`src/dotc_pkg.sv`:
```
// Purpose: shared constants for the discrete output 1 and trend control block
// Assumes: 250 MHz core clock, 32-bit register port, byte offsets
// Notes:   grade codes rise as quality falls, 0 is the best grade
package dotc_pkg;

   // clock and time base
   localparam int unsigned CLK_MHZ       = 250;
   localparam int unsigned PULSE_UNIT_MS = 1;
   localparam int unsigned MS_CYCLES     = PULSE_UNIT_MS * CLK_MHZ * 1000;

   // register byte offsets
   localparam logic [7:0] OFS_OUTPUT_CFG = 8'h00;
   localparam logic [7:0] OFS_PULSE      = 8'h04;
   localparam logic [7:0] OFS_TREND_CFG  = 8'h08;
   localparam logic [7:0] OFS_DPT_THR    = 8'h0C;
   localparam logic [7:0] OFS_QUALITY    = 8'h10;
   localparam logic [7:0] OFS_STATUS     = 8'h14;
   localparam logic [7:0] OFS_DPT_STATUS = 8'h18;

   // field positions
   localparam int unsigned POS_OUT_ON    = 0;
   localparam int unsigned POS_OUT_STATE = 3;
   localparam int unsigned POS_OUT_MODE  = 4;
   localparam int unsigned POS_TR_MODE   = 0;
   localparam int unsigned POS_TR_PERIOD = 8;
   localparam int unsigned POS_TR_NUMBER = 16;
   localparam int unsigned POS_Q_EN      = 0;
   localparam int unsigned POS_Q_THR     = 4;
   localparam int unsigned POS_ST_EVT    = 8;
   localparam int unsigned POS_ST_TRIG   = 16;

   // output on selections
   localparam logic [2:0] ON_MISMATCH_OR_NOREAD = 3'h0;
   localparam logic [2:0] ON_MATCH              = 3'h1;
   localparam logic [2:0] ON_MISMATCH           = 3'h2;
   localparam logic [2:0] ON_NOREAD             = 3'h3;
   localparam logic [2:0] ON_TREND              = 3'h4;
   localparam logic [2:0] ON_QUALITY            = 3'h5;
   localparam logic [2:0] ON_DIAG_WARNING       = 3'h6;
   localparam logic [2:0] ON_IN_READ_CYCLE      = 3'h7;

   // de-activation modes
   localparam logic [1:0] MODE_PULSE         = 2'h0;
   localparam logic [1:0] MODE_LATCH_OPPOSITE = 2'h2;
   localparam logic [1:0] MODE_LATCH_NEWCYCLE = 2'h3;

   // trend conditions
   localparam logic [1:0] TREND_MISMATCH = 2'h0;
   localparam logic [1:0] TREND_NOREAD   = 2'h1;
   localparam logic [1:0] TREND_DPT      = 2'h2;

   // reset values
   localparam logic [2:0]  RST_OUT_ON    = ON_MISMATCH_OR_NOREAD;
   localparam logic        RST_OUT_STATE = 1'h0;
   localparam logic [1:0]  RST_OUT_MODE  = MODE_PULSE;
   localparam logic [15:0] RST_PULSE     = 16'h01F4;
   localparam logic [1:0]  RST_TR_MODE   = TREND_NOREAD;
   localparam logic [7:0]  RST_TR_PERIOD = 8'h00;
   localparam logic [7:0]  RST_TR_NUMBER = 8'h00;
   localparam logic [15:0] RST_DPT_THR   = 16'h0000;
   localparam logic [3:0]  RST_Q_EN      = 4'h0;
   localparam logic [7:0]  RST_Q_THR     = 8'hAA;

endpackage : dotc_pkg

```
`src/dotc_pulse.sv`:
```
// Purpose: timed pulse of the programmed width in millisecond units
// Assumes: start and abort are single-cycle requests on the core clock
// Notes:   busy rises the cycle after start and lasts width*ms_cycles cycles
`timescale 1ns/1ps
module dotc_pulse #(
   parameter int unsigned MS_CYCLES = dotc_pkg::MS_CYCLES
) (
   input  wire logic        i_clock,
   input  wire logic        i_rst,
   input  wire logic        i_ce,
   input  wire logic        i_start,
   input  wire logic        i_abort,
   input  wire logic [15:0] i_width,
   output logic             o_busy
);

   logic [31:0] ms_cnt_reg;
   logic [15:0] left_reg;

   always_ff @(posedge i_clock)
   begin
      if (i_rst || (i_ce && i_abort))
      begin
         ms_cnt_reg <= 32'h0;
         left_reg   <= 16'h0;
         o_busy     <= 1'b0;
      end
      else if (i_ce)
      begin
         if (i_start)
         begin
            // retrigger restarts the full width
            ms_cnt_reg <= 32'h0;
            left_reg   <= i_width;
            o_busy     <= (i_width != 16'h0);
         end
         else if (o_busy)
         begin
            if (ms_cnt_reg == MS_CYCLES - 1)
            begin
               ms_cnt_reg <= 32'h0;
               left_reg   <= left_reg - 16'h1;
               o_busy     <= (left_reg != 16'h1);
            end
            else
            begin
               ms_cnt_reg <= ms_cnt_reg + 32'h1;
            end
         end
      end
   end

endmodule : dotc_pulse

```
`src/dotc_trend.sv`:
```
// Purpose: trend counting of read-cycle outcomes over a trigger window
// Assumes: event pulses come from engines on the same clock
// Notes:   a window of 0 triggers never closes, counters saturate instead
`timescale 1ns/1ps
module dotc_trend (
   input  wire logic        i_clock,
   input  wire logic        i_rst,
   input  wire logic        i_ce,
   input  wire logic [1:0]  i_mode,
   input  wire logic [7:0]  i_period,
   input  wire logic [7:0]  i_number,
   input  wire logic [15:0] i_dpt_thr,
   input  wire logic        i_dpt_en,
   input  wire logic        i_cycle_start,
   input  wire logic        i_cycle_end,
   input  wire logic        i_no_read,
   input  wire logic        i_mismatch,
   input  wire logic        i_decode,
   output logic             o_hit,
   output logic             o_window_done,
   output logic [7:0]       o_event_count,
   output logic [7:0]       o_trig_count,
   output logic [15:0]      o_last_decodes
);

   logic        nr_seen_reg;
   logic        mm_seen_reg;
   logic [15:0] dec_cnt_reg;
   logic [15:0] dec_now;
   logic        dpt_active;
   logic        dpt_low;
   logic        event_now;
   logic [7:0]  evt_next;
   logic        window_end;

   always_comb
   begin
      dec_now    = (i_decode && dec_cnt_reg != 16'hFFFF) ? dec_cnt_reg + 16'h1 : dec_cnt_reg;
      dpt_active = (i_mode == dotc_pkg::TREND_DPT) && i_dpt_en;
      dpt_low    = dpt_active && (dec_now < i_dpt_thr);
      case (i_mode)
         dotc_pkg::TREND_MISMATCH: event_now = mm_seen_reg || i_mismatch;
         dotc_pkg::TREND_NOREAD:   event_now = nr_seen_reg || i_no_read;
         dotc_pkg::TREND_DPT:      event_now = dpt_low;
         default:                  event_now = 1'b0;
      endcase
      evt_next   = (event_now && o_event_count != 8'hFF) ? o_event_count + 8'h1 : o_event_count;
      window_end = (i_period != 8'h0) && (o_trig_count + 8'h1 == i_period);
   end

   // per read-cycle outcome capture
   always_ff @(posedge i_clock)
   begin
      if (i_rst || (i_ce && i_cycle_end))
      begin
         nr_seen_reg <= 1'b0;
         mm_seen_reg <= 1'b0;
         dec_cnt_reg <= 16'h0;
      end
      else if (i_ce && i_cycle_start)
      begin
         // an outcome in the start cycle belongs to the new cycle, so it is kept
         nr_seen_reg <= i_no_read;
         mm_seen_reg <= i_mismatch;
         dec_cnt_reg <= {15'h0, i_decode};
      end
      else if (i_ce)
      begin
         nr_seen_reg <= nr_seen_reg || i_no_read;
         mm_seen_reg <= mm_seen_reg || i_mismatch;
         dec_cnt_reg <= dec_now;
      end
   end

   // window counters and decision
   always_ff @(posedge i_clock)
   begin
      if (i_rst)
      begin
         o_event_count  <= 8'h0;
         o_trig_count   <= 8'h0;
         o_hit          <= 1'b0;
         o_window_done  <= 1'b0;
         o_last_decodes <= 16'h0;
      end
      else if (i_ce)
      begin
         o_hit         <= 1'b0;
         o_window_done <= 1'b0;
         if (i_cycle_end)
         begin
            o_last_decodes <= dec_now;
            // count reaching the threshold exactly, not passing it, fires once per window
            o_hit <= dpt_low || (i_number != 8'h0 && event_now && evt_next == i_number);
            if (window_end)
            begin
               o_event_count <= 8'h0;
               o_trig_count  <= 8'h0;
               o_window_done <= 1'b1;
            end
            else
            begin
               o_event_count <= evt_next;
               o_trig_count  <= (o_trig_count != 8'hFF) ? o_trig_count + 8'h1 : o_trig_count;
            end
         end
      end
   end

endmodule : dotc_trend

```
`src/dotc_top.sv`:
```
// Purpose: discrete output 1 control with pulse, latch, trend and quality drive
// Assumes: event inputs come from decode, match and grading logic on i_clock
// Notes:   registers sit on a plain strobe port, read data one cycle later
//
// Implementation choices: the address map and the address-and-strobe port.
`timescale 1ns/1ps

module dotc_top #(
   parameter int unsigned MS_CYCLES = dotc_pkg::MS_CYCLES
) (
   input  wire logic        i_clock,
   input  wire logic        i_rst,
   input  wire logic        i_ce,
   input  wire logic [7:0]  i_addr,
   input  wire logic [31:0] i_wdata,
   input  wire logic        i_wr,
   input  wire logic        i_rd,
   output logic [31:0]      o_rdata,
   input  wire logic        i_cycle_start,
   input  wire logic        i_cycle_end,
   input  wire logic        i_good_read,
   input  wire logic        i_no_read,
   input  wire logic        i_match,
   input  wire logic        i_mismatch,
   input  wire logic        i_decode,
   input  wire logic        i_warning_active,
   input  wire logic        i_quality_valid,
   input  wire logic [7:0]  i_grades,
   output logic             o_output1,
   output logic             o_append_decode_count
);

   typedef enum logic [0:0] {
      ST_IDLE,
      ST_LATCH
   } dotc_state_e;

   // configuration registers
   logic [2:0]  out_on_reg;
   logic        out_state_reg;
   logic [1:0]  out_mode_reg;
   logic [15:0] pulse_width_reg;
   logic [1:0]  trend_mode_reg;
   logic [7:0]  trend_period_reg;
   logic [7:0]  trend_number_reg;
   logic [15:0] dpt_thr_reg;
   logic [3:0]  qual_en_reg;
   logic [7:0]  qual_thr_reg;
   logic        dpt_status_reg;

   // activation state
   dotc_state_e st_reg;
   dotc_state_e st_next;
   logic        active_next;
   logic        set_ev;
   logic        clr_ev;
   logic        pulse_start;
   logic        pulse_busy;
   logic [3:0]  qual_met;
   logic        qual_hit;
   logic        trend_hit;
   logic        window_done;
   logic [7:0]  event_count;
   logic [7:0]  trig_count;
   logic [15:0] last_decodes;
   logic [31:0] rdata_next;

   // worse grades carry larger codes, so a grade meets a threshold at or above it
   function automatic logic grade_met(input logic [1:0] grade, input logic [1:0] thr);
      grade_met = (grade >= thr);
   endfunction : grade_met

   function automatic logic hit_write(input logic [7:0] addr, input logic [7:0] ofs, input logic wr);
      hit_write = wr && (addr == ofs);
   endfunction : hit_write

   // register writes
   always_ff @(posedge i_clock)
   begin
      if (i_rst)
      begin
         out_on_reg       <= dotc_pkg::RST_OUT_ON;
         out_state_reg    <= dotc_pkg::RST_OUT_STATE;
         out_mode_reg     <= dotc_pkg::RST_OUT_MODE;
         pulse_width_reg  <= dotc_pkg::RST_PULSE;
         trend_mode_reg   <= dotc_pkg::RST_TR_MODE;
         trend_period_reg <= dotc_pkg::RST_TR_PERIOD;
         trend_number_reg <= dotc_pkg::RST_TR_NUMBER;
         dpt_thr_reg      <= dotc_pkg::RST_DPT_THR;
         qual_en_reg      <= dotc_pkg::RST_Q_EN;
         qual_thr_reg     <= dotc_pkg::RST_Q_THR;
         dpt_status_reg   <= 1'b0;
      end
      else if (i_ce)
      begin
         if (hit_write(i_addr, dotc_pkg::OFS_OUTPUT_CFG, i_wr))
         begin
            out_on_reg    <= i_wdata[dotc_pkg::POS_OUT_ON +: 3];
            out_state_reg <= i_wdata[dotc_pkg::POS_OUT_STATE];
            // code 1 is not a mode, so the old mode is kept
            if (i_wdata[dotc_pkg::POS_OUT_MODE +: 2] != 2'h1)
            begin
               out_mode_reg <= i_wdata[dotc_pkg::POS_OUT_MODE +: 2];
            end
         end
         if (hit_write(i_addr, dotc_pkg::OFS_PULSE, i_wr))
         begin
            pulse_width_reg <= i_wdata[15:0];
         end
         if (hit_write(i_addr, dotc_pkg::OFS_TREND_CFG, i_wr))
         begin
            if (i_wdata[dotc_pkg::POS_TR_MODE +: 2] != 2'h3)
            begin
               trend_mode_reg <= i_wdata[dotc_pkg::POS_TR_MODE +: 2];
            end
            trend_period_reg <= i_wdata[dotc_pkg::POS_TR_PERIOD +: 8];
            trend_number_reg <= i_wdata[dotc_pkg::POS_TR_NUMBER +: 8];
         end
         if (hit_write(i_addr, dotc_pkg::OFS_DPT_THR, i_wr))
         begin
            dpt_thr_reg <= i_wdata[15:0];
         end
         if (hit_write(i_addr, dotc_pkg::OFS_QUALITY, i_wr))
         begin
            qual_en_reg  <= i_wdata[dotc_pkg::POS_Q_EN +: 4];
            qual_thr_reg <= i_wdata[dotc_pkg::POS_Q_THR +: 8];
         end
         if (hit_write(i_addr, dotc_pkg::OFS_DPT_STATUS, i_wr))
         begin
            dpt_status_reg <= i_wdata[0];
         end
      end
   end

   // quality metrics: contrast, print growth, axial non-uniformity, unused error correction
   genvar gi;
   generate
      for (gi = 0; gi < 4; gi++)
      begin : g_qual
         assign qual_met[gi] = qual_en_reg[gi] && grade_met(i_grades[2*gi +: 2], qual_thr_reg[2*gi +: 2]);
      end
   endgenerate
   assign qual_hit = i_quality_valid && (qual_met != 4'h0);

   dotc_trend u_trend (
      .i_clock        (i_clock),
      .i_rst          (i_rst),
      .i_ce           (i_ce),
      .i_mode         (trend_mode_reg),
      .i_period       (trend_period_reg),
      .i_number       (trend_number_reg),
      .i_dpt_thr      (dpt_thr_reg),
      .i_dpt_en       (dpt_status_reg),
      .i_cycle_start  (i_cycle_start),
      .i_cycle_end    (i_cycle_end),
      .i_no_read      (i_no_read),
      .i_mismatch     (i_mismatch),
      .i_decode       (i_decode),
      .o_hit          (trend_hit),
      .o_window_done  (window_done),
      .o_event_count  (event_count),
      .o_trig_count   (trig_count),
      .o_last_decodes (last_decodes)
   );

   // activation condition and its opposite
   always_comb
   begin
      set_ev = 1'b0;
      clr_ev = 1'b0;
      case (out_on_reg)
         dotc_pkg::ON_MISMATCH_OR_NOREAD:
         begin
            set_ev = i_mismatch || i_no_read;
            clr_ev = i_match;
         end
         dotc_pkg::ON_MATCH:
         begin
            set_ev = i_match;
            clr_ev = i_mismatch || i_no_read;
         end
         dotc_pkg::ON_MISMATCH:
         begin
            set_ev = i_mismatch;
            clr_ev = i_match;
         end
         dotc_pkg::ON_NOREAD:
         begin
            set_ev = i_no_read;
            clr_ev = i_good_read;
         end
         dotc_pkg::ON_TREND:
         begin
            set_ev = trend_hit;
            clr_ev = window_done && !trend_hit;
         end
         dotc_pkg::ON_QUALITY:
         begin
            set_ev = qual_hit;
            clr_ev = i_quality_valid && !qual_hit;
         end
         dotc_pkg::ON_IN_READ_CYCLE:
         begin
            set_ev = i_cycle_start;
            clr_ev = i_cycle_end;
         end
         default:
         begin
            // diagnostic warning drives the output through the warning path only
            set_ev = 1'b0;
            clr_ev = 1'b0;
         end
      endcase
   end

   // latch state machine; a set in the same cycle as its clear wins
   always_comb
   begin
      st_next     = st_reg;
      pulse_start = 1'b0;
      if (i_warning_active)
      begin
         st_next = ST_IDLE;
      end
      else
      begin
         case (st_reg)
            ST_IDLE:
            begin
               if (set_ev && out_mode_reg == dotc_pkg::MODE_PULSE)
               begin
                  pulse_start = 1'b1;
               end
               else if (set_ev)
               begin
                  st_next = ST_LATCH;
               end
            end
            ST_LATCH:
            begin
               if (out_mode_reg == dotc_pkg::MODE_PULSE)
               begin
                  st_next = ST_IDLE;
               end
               else if (set_ev)
               begin
                  st_next = ST_LATCH;
               end
               else if (out_mode_reg == dotc_pkg::MODE_LATCH_OPPOSITE && clr_ev)
               begin
                  st_next = ST_IDLE;
               end
               else if (out_mode_reg == dotc_pkg::MODE_LATCH_NEWCYCLE && i_cycle_start)
               begin
                  st_next = ST_IDLE;
               end
            end
            default:
            begin
               st_next = ST_IDLE;
            end
         endcase
         if (st_reg == ST_IDLE && set_ev && out_mode_reg == dotc_pkg::MODE_PULSE)
         begin
            st_next = ST_IDLE;
         end
      end
      // a warning assigned to this output drives it and masks everything else
      active_next = i_warning_active || (st_next == ST_LATCH) || pulse_busy;
   end

   dotc_pulse #(
      .MS_CYCLES (MS_CYCLES)
   ) u_pulse (
      .i_clock (i_clock),
      .i_rst   (i_rst),
      .i_ce    (i_ce),
      .i_start (pulse_start),
      .i_abort (i_warning_active),
      .i_width (pulse_width_reg),
      .o_busy  (pulse_busy)
   );

   always_ff @(posedge i_clock)
   begin
      if (i_rst)
      begin
         st_reg <= ST_IDLE;
      end
      else if (i_ce)
      begin
         st_reg <= st_next;
      end
   end

   // electrical level: normally closed inverts the active state
   always_ff @(posedge i_clock)
   begin
      if (i_rst)
      begin
         o_output1             <= dotc_pkg::RST_OUT_STATE;
         o_append_decode_count <= 1'b0;
      end
      else if (i_ce)
      begin
         o_output1             <= active_next ^ out_state_reg;
         o_append_decode_count <= dpt_status_reg;
      end
   end

   // read mux, unmapped offsets read as zero
   always_comb
   begin
      rdata_next = 32'h0;
      case (i_addr)
         dotc_pkg::OFS_OUTPUT_CFG:
         begin
            rdata_next[dotc_pkg::POS_OUT_ON +: 3]   = out_on_reg;
            rdata_next[dotc_pkg::POS_OUT_STATE]     = out_state_reg;
            rdata_next[dotc_pkg::POS_OUT_MODE +: 2] = out_mode_reg;
         end
         dotc_pkg::OFS_PULSE:      rdata_next[15:0] = pulse_width_reg;
         dotc_pkg::OFS_TREND_CFG:
         begin
            rdata_next[dotc_pkg::POS_TR_MODE +: 2]   = trend_mode_reg;
            rdata_next[dotc_pkg::POS_TR_PERIOD +: 8] = trend_period_reg;
            rdata_next[dotc_pkg::POS_TR_NUMBER +: 8] = trend_number_reg;
         end
         dotc_pkg::OFS_DPT_THR:    rdata_next[15:0] = dpt_thr_reg;
         dotc_pkg::OFS_QUALITY:
         begin
            rdata_next[dotc_pkg::POS_Q_EN +: 4]  = qual_en_reg;
            rdata_next[dotc_pkg::POS_Q_THR +: 8] = qual_thr_reg;
         end
         dotc_pkg::OFS_STATUS:
         begin
            rdata_next[0]                         = o_output1 ^ out_state_reg;
            rdata_next[1]                         = (st_reg == ST_LATCH);
            rdata_next[2]                         = pulse_busy;
            rdata_next[dotc_pkg::POS_ST_EVT +: 8]  = event_count;
            rdata_next[dotc_pkg::POS_ST_TRIG +: 8] = trig_count;
         end
         dotc_pkg::OFS_DPT_STATUS:
         begin
            rdata_next[0]     = dpt_status_reg;
            rdata_next[31:16] = last_decodes;
         end
         default:                  rdata_next = 32'h0;
      endcase
   end

   // read data stand only in the cycle after the strobe
   always_ff @(posedge i_clock)
   begin
      if (i_rst)
      begin
         o_rdata <= 32'h0;
      end
      else if (i_ce)
      begin
         o_rdata <= i_rd ? rdata_next : 32'h0;
      end
   end

endmodule : dotc_top

```
`config.mk`:
```
export PLATFORM = sky130hd
export DESIGN_NAME = dotc_top
export DESIGN_NICKNAME = d
export VERILOG_FILES = /design/src/dotc_pkg.sv /design/src/dotc_pulse.sv /design/src/dotc_trend.sv /design/src/dotc_top.sv
export SDC_FILE = /design/constraint.sdc
export NUM_CORES = 1
export LEC_CHECK = 0
export BUFFER_PORTS_ARGS = -buffer_cell sky130_fd_sc_hd__buf_2
export CAP_MARGIN = 5
export CORE_MARGIN = 3
export CORE_UTILIZATION = 55
export CTS_CLUSTER_SIZE = 8
export DETAILED_ROUTE_END_ITERATION = 6
export PLACE_DENSITY = 0.74
export SKIP_LAST_GASP = 1
export SLEW_MARGIN = 20
export SYNTH_ARGS = -nofsm -noshare
export SYNTH_HDL_FRONTEND = slang
export SYNTH_HIERARCHICAL = 1
export SYNTH_SLANG_ARGS = --single-unit
```
`constraint.sdc`:
```
create_clock -name i_clock -period 12.92 [get_ports i_clock]
set_clock_uncertainty 0.15 [all_clocks]
set_input_delay 2.584 -clock i_clock [delete_from_list [all_inputs] [get_ports i_clock]]
set_output_delay 2.584 -clock i_clock [all_outputs]
set_load 0.03 [all_outputs]
```
==> results of run 1 <==
==> report_power, final <==
group / switching (W) / total, W / internal (W)
Combinational: 0.0000698 / 0.000102 / 0.0000327
Clock: 0.000256 / 0.000653 / 0.000397
Sequential: 0.00000615 / 0.000645 / 0.000639
==> worst max-delay path by stage <==
| stage | from | to |
|---|---|---|
| after detailed placement | i_decode | u_trend/o_hit |
| after global routing | i_decode | u_trend/o_hit |
| after floorplan | i_decode | u_trend/o_hit |
| final | i_decode | u_trend/o_hit |
| after global placement | i_decode | u_trend/o_hit |
| after CTS | i_decode | u_trend/o_hit |
==> through the flow <==
| stage | setup WS (ps) | instance area, um2 |
|---|---|---|
| after floorplan | 6860 | 11100 |
| after global placement | 6220 | 11500 |
| after detailed placement | 6190 | 11500 |
| after CTS | 6710 | 12200 |
| after global routing | 6410 | 12200 |
| final | 6690 | 12200 |
==> area by class of cell <==
cell class	count	area, um2	area share [%]
clock buffer	31	743	6.07
multi-input combinational	1019	6400	52.2
tap	265	332	2.71
timing repair buffer	94	490	4.00
sequential	205	4100	33.5
clock inverter	1	8.76	0.0715
inverter	46	173	1.41
==> placed cells by master (no fill, tap or decap), types with 8 or more instances in the layout <==
| cell | instances |
|---|---|
| a211o_1 | 11 |
| a211oi_1 | 9 |
| a21oi_1 | 81 |
| a22oi_1 | 36 |
| a31oi_1 | 8 |
| and3_1 | 20 |
| and4_1 | 10 |
| buf_2 | 86 |
| buf_4 | 8 |
| clkbuf_16 | 29 |
| dfxtp_1 | 205 |
| ha_1 | 29 |
| inv_1 | 45 |
| mux2i_1 | 52 |
| nand2_1 | 148 |
| nand2b_1 | 10 |
| nand3_1 | 53 |
| nand4_1 | 21 |
| nor2_1 | 167 |
| nor2b_1 | 11 |
| nor3_1 | 43 |
| nor3b_1 | 8 |
| nor4_1 | 25 |
| o21ai_0 | 48 |
| o22ai_1 | 10 |
| o31ai_1 | 14 |
| xnor2_1 | 52 |
| xor2_1 | 32 |
==> logic make-up (layout without fill, tap and decap cells) <==
group | Yosys count | count (layout) | share of synthesized area [%]
AO/OA/AOI/OAI | 283 | 283 | 17.1
flip-flops | 205 | 205 | 37.1
multiplexers | 60 | 60 | 5.62
adder cells (fa/ha/maj) | 29 | 29 | 3.28
XOR/XNOR | 84 | 84 | 6.65
buffers and inverters | 132 | 172 | 5.36
AND/OR/NAND/NOR | 563 | 563 | 24.9
==> metal layers <==
layer | routed length, um | part of all wire (%) | track usage [%] | up-vias
met5 | 13 | 0.043 | 0 | -
met4 | 852 | 2.8 | 7.90 | 2
met3 | 2530 | 8.3 | 5.55 | 65
met2 | 13100 | 43 | 40.4 | 413
met1 | 14100 | 46 | 39.3 | 4711
li1 | - | - | - | 4915
==> worst register-to-register path, stage by stage (launching register included) <==
cell and delay [ps]:
dfxtp_1 490, ha_1 230, nand3_1 170, o41ai_2 670, nor4_1 200, and3_1 280, nand3_1 170, nor2_1 70
xnor2_1 230, inv_1 80, ha_1 200, nor4bb_1 400, o221ai_1 250, o31a_1 420, a21boi_4 250, xor2_1 100
o311a_1 320, o32ai_2 270
==> impl_metrics.ini, run 1 <==
[sta]
worst-slew-pin-transition_ps = 1070
period_minus_ws_final_ps = 6230
setup_total_negative_slack_ps = 0
fmaxAchievable_ghz = 0.160
setup_repair_after_global_routing_missed_its_margin = no
hold_ws_ps = 305
maxSlewViolCount = 0
finalCritPeriodShare_pct = 48.2
setup_viol = 0
finalHoldViolCount = 0
max-slew-margin-rel_pct = 28.7

[route]
drtIter0Drc = 1125
drt_pass1_iterations = 6
drc = 0
via_count = 10100
ant_nets = 0
avgViaCountPerCell = 6.08
wl_um = 30500
routed_length_per_instance_um = 18.4

[yosys]
synth_top_area_share_pct = 37.1
async_reset_ff_share_pct = 0
synth_warnings = 6
syn_nets = 1447
syn-mean-instance-area_um2 = 8.16
synth_top_flop_cell = dfxtp_1
ys_types = 85
synthCells = 1356
yosys.area.top_type = dfxtp_1
synth_edf_count = 0
synth.area.top_cells = dfxtp_1 (37%), nor2_1 (5.7%), nand2_1 (5.0%), mux2i_1 (4.7%), xnor2_1 (4.1%)
mappedNetlistArea_um2 = 11100
synth_seq_cells = 205
yosysSeqAreaShare_pct = 37.1
synth_most_common_cell = dfxtp_1
netlist_top_cells_count = dfxtp_1 (205), nor2_1 (167), nand2_1 (148)

[cells_and_area]
finish.utilization_pct = 62.5
syn_to_final_growth_pct = 10.7
numnets_final = 1486
diode_count = 0
finish.cell_count_without_fillers = 1661
fill_cells = 1750
drive_gt1_share_pct = 11.5

[die]
placementRows = 51
die_y_um = 148
ios = 96
floorplan.initialDensity_pct = 56.5
floorplan.die.width_um = 148
core_region_area_um2 = 19600
design.die.area_um2 = 21900

[placed_design]
place.detailed.instances = 1629
port_buffers = 87
place.gp.congestion = 0.940
hpwlAfterDp_um = 21600

[grt]
grt_overflow_total = 0
global_route.usage.total_pct = 26.9
antenna_violations_before_repair = 1
pin_count_of_the_biggest_net_entering_global_routing = 81
vias_in_the_first_global_route = 9161
grt_pass1_wl_um = 48500

[critical_path]
critPathCaptureType = flip-flop
cp_cell_sequence = buf_2 -> o41ai_2 -> nor4_1 -> and3_1 -> nand3_1 -> nor2_1 -> xnor2_1 -> inv_1 -> ha_1 -> nor4bb_1 -> o221ai_1 -> o31a_1 -> a21boi_4 -> xor2_1 -> o311a_1 -> o32ai_2
r2r.worst_path.cells = 17
r2r_start = u_trend/dec_cnt_reg[0]
worst-path-max-fanout = 7
start_kind = input pin
worst-r2r-setup-slack_ps = 7890
path_depth = 16
master_of_the_slowest_instance_on_the_critical_path = nor4_1
crit-reg2reg-capture = u_trend/o_hit
cp_top_family = compound AO/OA/AOI/OAI gates
timing.critical_path.slowest_cell_delay_ps = 500
worstPathArrival_ps = 6530
timing_worst_setup_path_type = input pin to flip-flop
number_of_buffer_and_inverter_instances_along_the_worst_setup_path = 2
worst_ep_required_time_ps = 13210

[power_and_ir_drop]
cellLeakagePower_nw = 4.57
fin_total_pwr_w = 0.00140
power-per-cell-area_nw_per_um2 = 114
ir_drop_uv = 97.4

[run]
cap_viol_max_count = 0

[clock_tree]
tritoncts = built
clock_sink_count = 205
cts.path.max_buffers = 3
cts_root_buffer = clkbuf_16
cts.repair.resized = 0
hold_buffers = 0
skew_pair_late_insertion_delay_ps = 530
ctsHtreeMaxLevel = 1
clk_transition_reported_paths_ps = 50
cts_buffers = 29
post-cts-setup-buffer-count = 0

[min_path]
timing.hold.worst.class = flip-flop to flip-flop
min_delay_path_depth = 2
hold-path-endpoint = o_rdata[9]
timing.hold.worst.start = o_rdata[9]

[run_status]
status = complete, no violations
(Power assumes the default switching activity.)
==> run 2, diff against run 1 <==
==> constraint.sdc (replaced) <==
create_clock -name i_clock -period 6.2 [get_ports i_clock]
set_clock_uncertainty 0.15 [all_clocks]
set_input_delay 1.24 -clock i_clock [delete_from_list [all_inputs] [get_ports i_clock]]
set_output_delay 1.24 -clock i_clock [all_outputs]
set_load 0.03 [all_outputs]
==> run 2 against run 1 <==
Effect of this change: cell count unchanged; sequential power grew 110%; die area is the same; combinational power grew 110%; wire length up 0.82%; first-iteration DRC count decreased by 12%; sequential share of layout area hardly changed; final area is 0.10% lower; non-clock buffer count rose by 1; clock power rose by 110%; global-route usage is 0.41 points higher.
==> impl_metrics.ini, run 2 (synthesized netlist as in run 1, its figures left out) <==
[cells_and_area]
numnets_final = 1487
layout_commonest_cell = dfxtp_1
layout.cell_area.non_filler_um2 = 12200
syn_to_final_growth_pct = 10.5
diode_count = 0
finish.cell_count_without_fillers = 1661
layout_common_cells = dfxtp_1 (205), nor2_1 (167), nand2_1 (148)
fill_cells = 1763
drive_gt1_share_pct = 11.5

[critical_path]
r2r.worst_path.cells = 18
worst-r2r-setup-slack_ps = 1100
worst-path-max-fanout = 8
crit-reg2reg-capture = u_trend/o_hit
timing.critical_path.slowest_cell_delay_ps = 900
critPathCaptureType = flip-flop
worst_ep_required_time_ps = 6490
r2r_start = u_trend/dec_cnt_reg[0]
timing_worst_setup_path_type = flip-flop to flip-flop
cp_cell_sequence = ha_1 -> nand3_1 -> o41ai_1 -> nor4_1 -> and3_1 -> nand3_1 -> nor2_1 -> xnor2_1 -> inv_1 -> ha_1 -> a21o_1 -> a21oi_1 -> o221ai_1 -> o31a_1 -> a21boi_4 -> xor2_1 -> o311a_1 -> o32ai_2
start_kind = flip-flop
master_of_the_slowest_instance_on_the_critical_path = o41ai_1
worstPathArrival_ps = 5390

[power_and_ir_drop]
switching_power_w = 0.000706
sequentialPowerShare_pct = 46.1
ir_drop_uv = 209
fin_total_pwr_w = 0.00292
power.share.combinational_pct = 7.4
power-per-cell-area_nw_per_um2 = 239
cellLeakagePower_nw = 4.57
clock_power_share_pct = 46.5
switching_power_share_of_the_total_pct = 24.2
intPower_w = 0.00221

[die]
floorplan.initialDensity_pct = 56.5
core_region_area_um2 = 19600
design.die.area_um2 = 21900
die_y_um = 148
placementRows = 51
ios = 96
floorplan.die.width_um = 148

[route]
via_count = 10200
drc = 0
drtIter0Drc = 985
routed_length_per_instance_um = 18.5
ant_nets = 0
avgViaCountPerCell = 6.12
drt_pass1_iterations = 5
wl_um = 30800

[clock_tree]
cts.path.max_buffers = 3
skew_pair_late_insertion_delay_ps = 540
cts_root_buffer = clkbuf_16
cts_buffers = 29
post-cts-setup-buffer-count = 0
clk_transition_reported_paths_ps = 50
hold_buffers = 0
clock_sink_count = 205
ctsHtreeMaxLevel = 1
tritoncts = built
cts.repair.resized = 0

[min_path]
timing.hold.worst.start = o_rdata[0]
min_delay_path_depth = 2
hold-path-endpoint = o_rdata[0]
timing.hold.worst.class = flip-flop to flip-flop

[placed_design]
hpwlAfterDp_um = 21700
placement.setup.worst_slack_ps = 930
port_buffers = 87
place.gp.congestion = 0.938
place.detailed.instances = 1630
dpl-instance-area_um2 = 11500

[sta]
maxSlewViolCount = 0
worst-slew-pin-transition_ps = 1050
period_minus_ws_final_ps = 5100
finalHoldViolCount = 0
finalCritPeriodShare_pct = 82.2
setup_viol = 0
fmaxAchievable_ghz = 0.196
setup_total_negative_slack_ps = 0
post-route-worst-setup-slack_ps = 1100
setup_repair_after_global_routing_missed_its_margin = no
max-slew-margin-rel_pct = 29.5

[grt]
vias_in_the_first_global_route = 9253
pin_count_of_the_biggest_net_entering_global_routing = 83
grt_pass1_wl_um = 49200
grt_overflow_total = 0
antenna_violations_before_repair = 0
global_route.usage.total_pct = 27.4

[run]
cap_viol_max_count = 0

[run_status]
status = complete, no violations
[run 2: cell types whose count changed in the layout (fill, tap and decap cells not counted), sizes merged]
cell | previous run | this run
clkinv | 0 | 1
clkbuf | 31 | 29
buf | 94 | 95
[run 2: through the flow]
stage | hold slack [ps] | util (%)
2_1_floorplan | 286 | -
3_3_place_gp | 296 | 58.7
3_5_place_dp | 295 | 58.7
4_1_cts | 300 | 62.5
5_1_grt | 329 | 62.5
6_report | 300 | 62.5
[run 2: power by group through the flow]
stage / combinational (W) / clock (W) / sequential, W
after global routing: 0.000235 / 0.00144 / 0.00134
final: 0.000216 / 0.00136 / 0.00134
after detailed placement: 0.000211 / 0 / 0.00137
after floorplan: 0.000142 / 0 / 0.00137
after CTS: 0.000212 / 0.00138 / 0.00134
after global placement: 0.000209 / 0 / 0.00137
[run 2: layer usage]
layer  GRT usage, %  share of wire [%]  vias up  wire (um)
met4           7.48                2.3        0        699
met2           41.5                 43      446      13300
met1           40.2                 45     4753      13800
li1               -                  -     4913          -
met3           4.97                9.5       58       2940
met5              0                  0        -          0
[run 2: how the worst max path moves through the flow]
| stage | from | slack [ps] | end |
|---|---|---|---|
| 2_1_floorplan | i_decode | 1480 | u_trend/o_hit |
| 3_3_place_gp | i_decode | 970 | u_trend/o_hit |
| 3_5_place_dp | i_decode | 930 | u_trend/o_hit |
| 4_1_cts | u_trend/dec_cnt_reg[0] | 1170 | u_trend/o_hit |
| 5_1_grt | u_trend/dec_cnt_reg[0] | 730 | u_trend/o_hit |
| 6_report | u_trend/dec_cnt_reg[0] | 1100 | u_trend/o_hit |
[run 2: worst max-delay path, delay by kind of cell (launching register included)]
| family | cells | cell delay [ps] |
|---|---|---|
| adders and majority gates | 2 | 510 |
| xor gates and xnor gates | 2 | 260 |
| DFF | 1 | 500 |
| and+or+nand+nor | 5 | 890 |
| buffers and inverters | 1 | 70 |
| AOI/OAI and AO/OA | 8 | 2620 |
[run 2: area by class of cell]
cell class              instances  area, um2  area share [%]
clock buffers                  29        726            5.93
clock inverters                 2       13.8           0.112
inverters                      46        173            1.41
multi-input cells            1019       6390            52.2
flip-flops and latches        205       4100            33.5
well taps                     265        332            2.71
repair buffers                 95        498            4.07
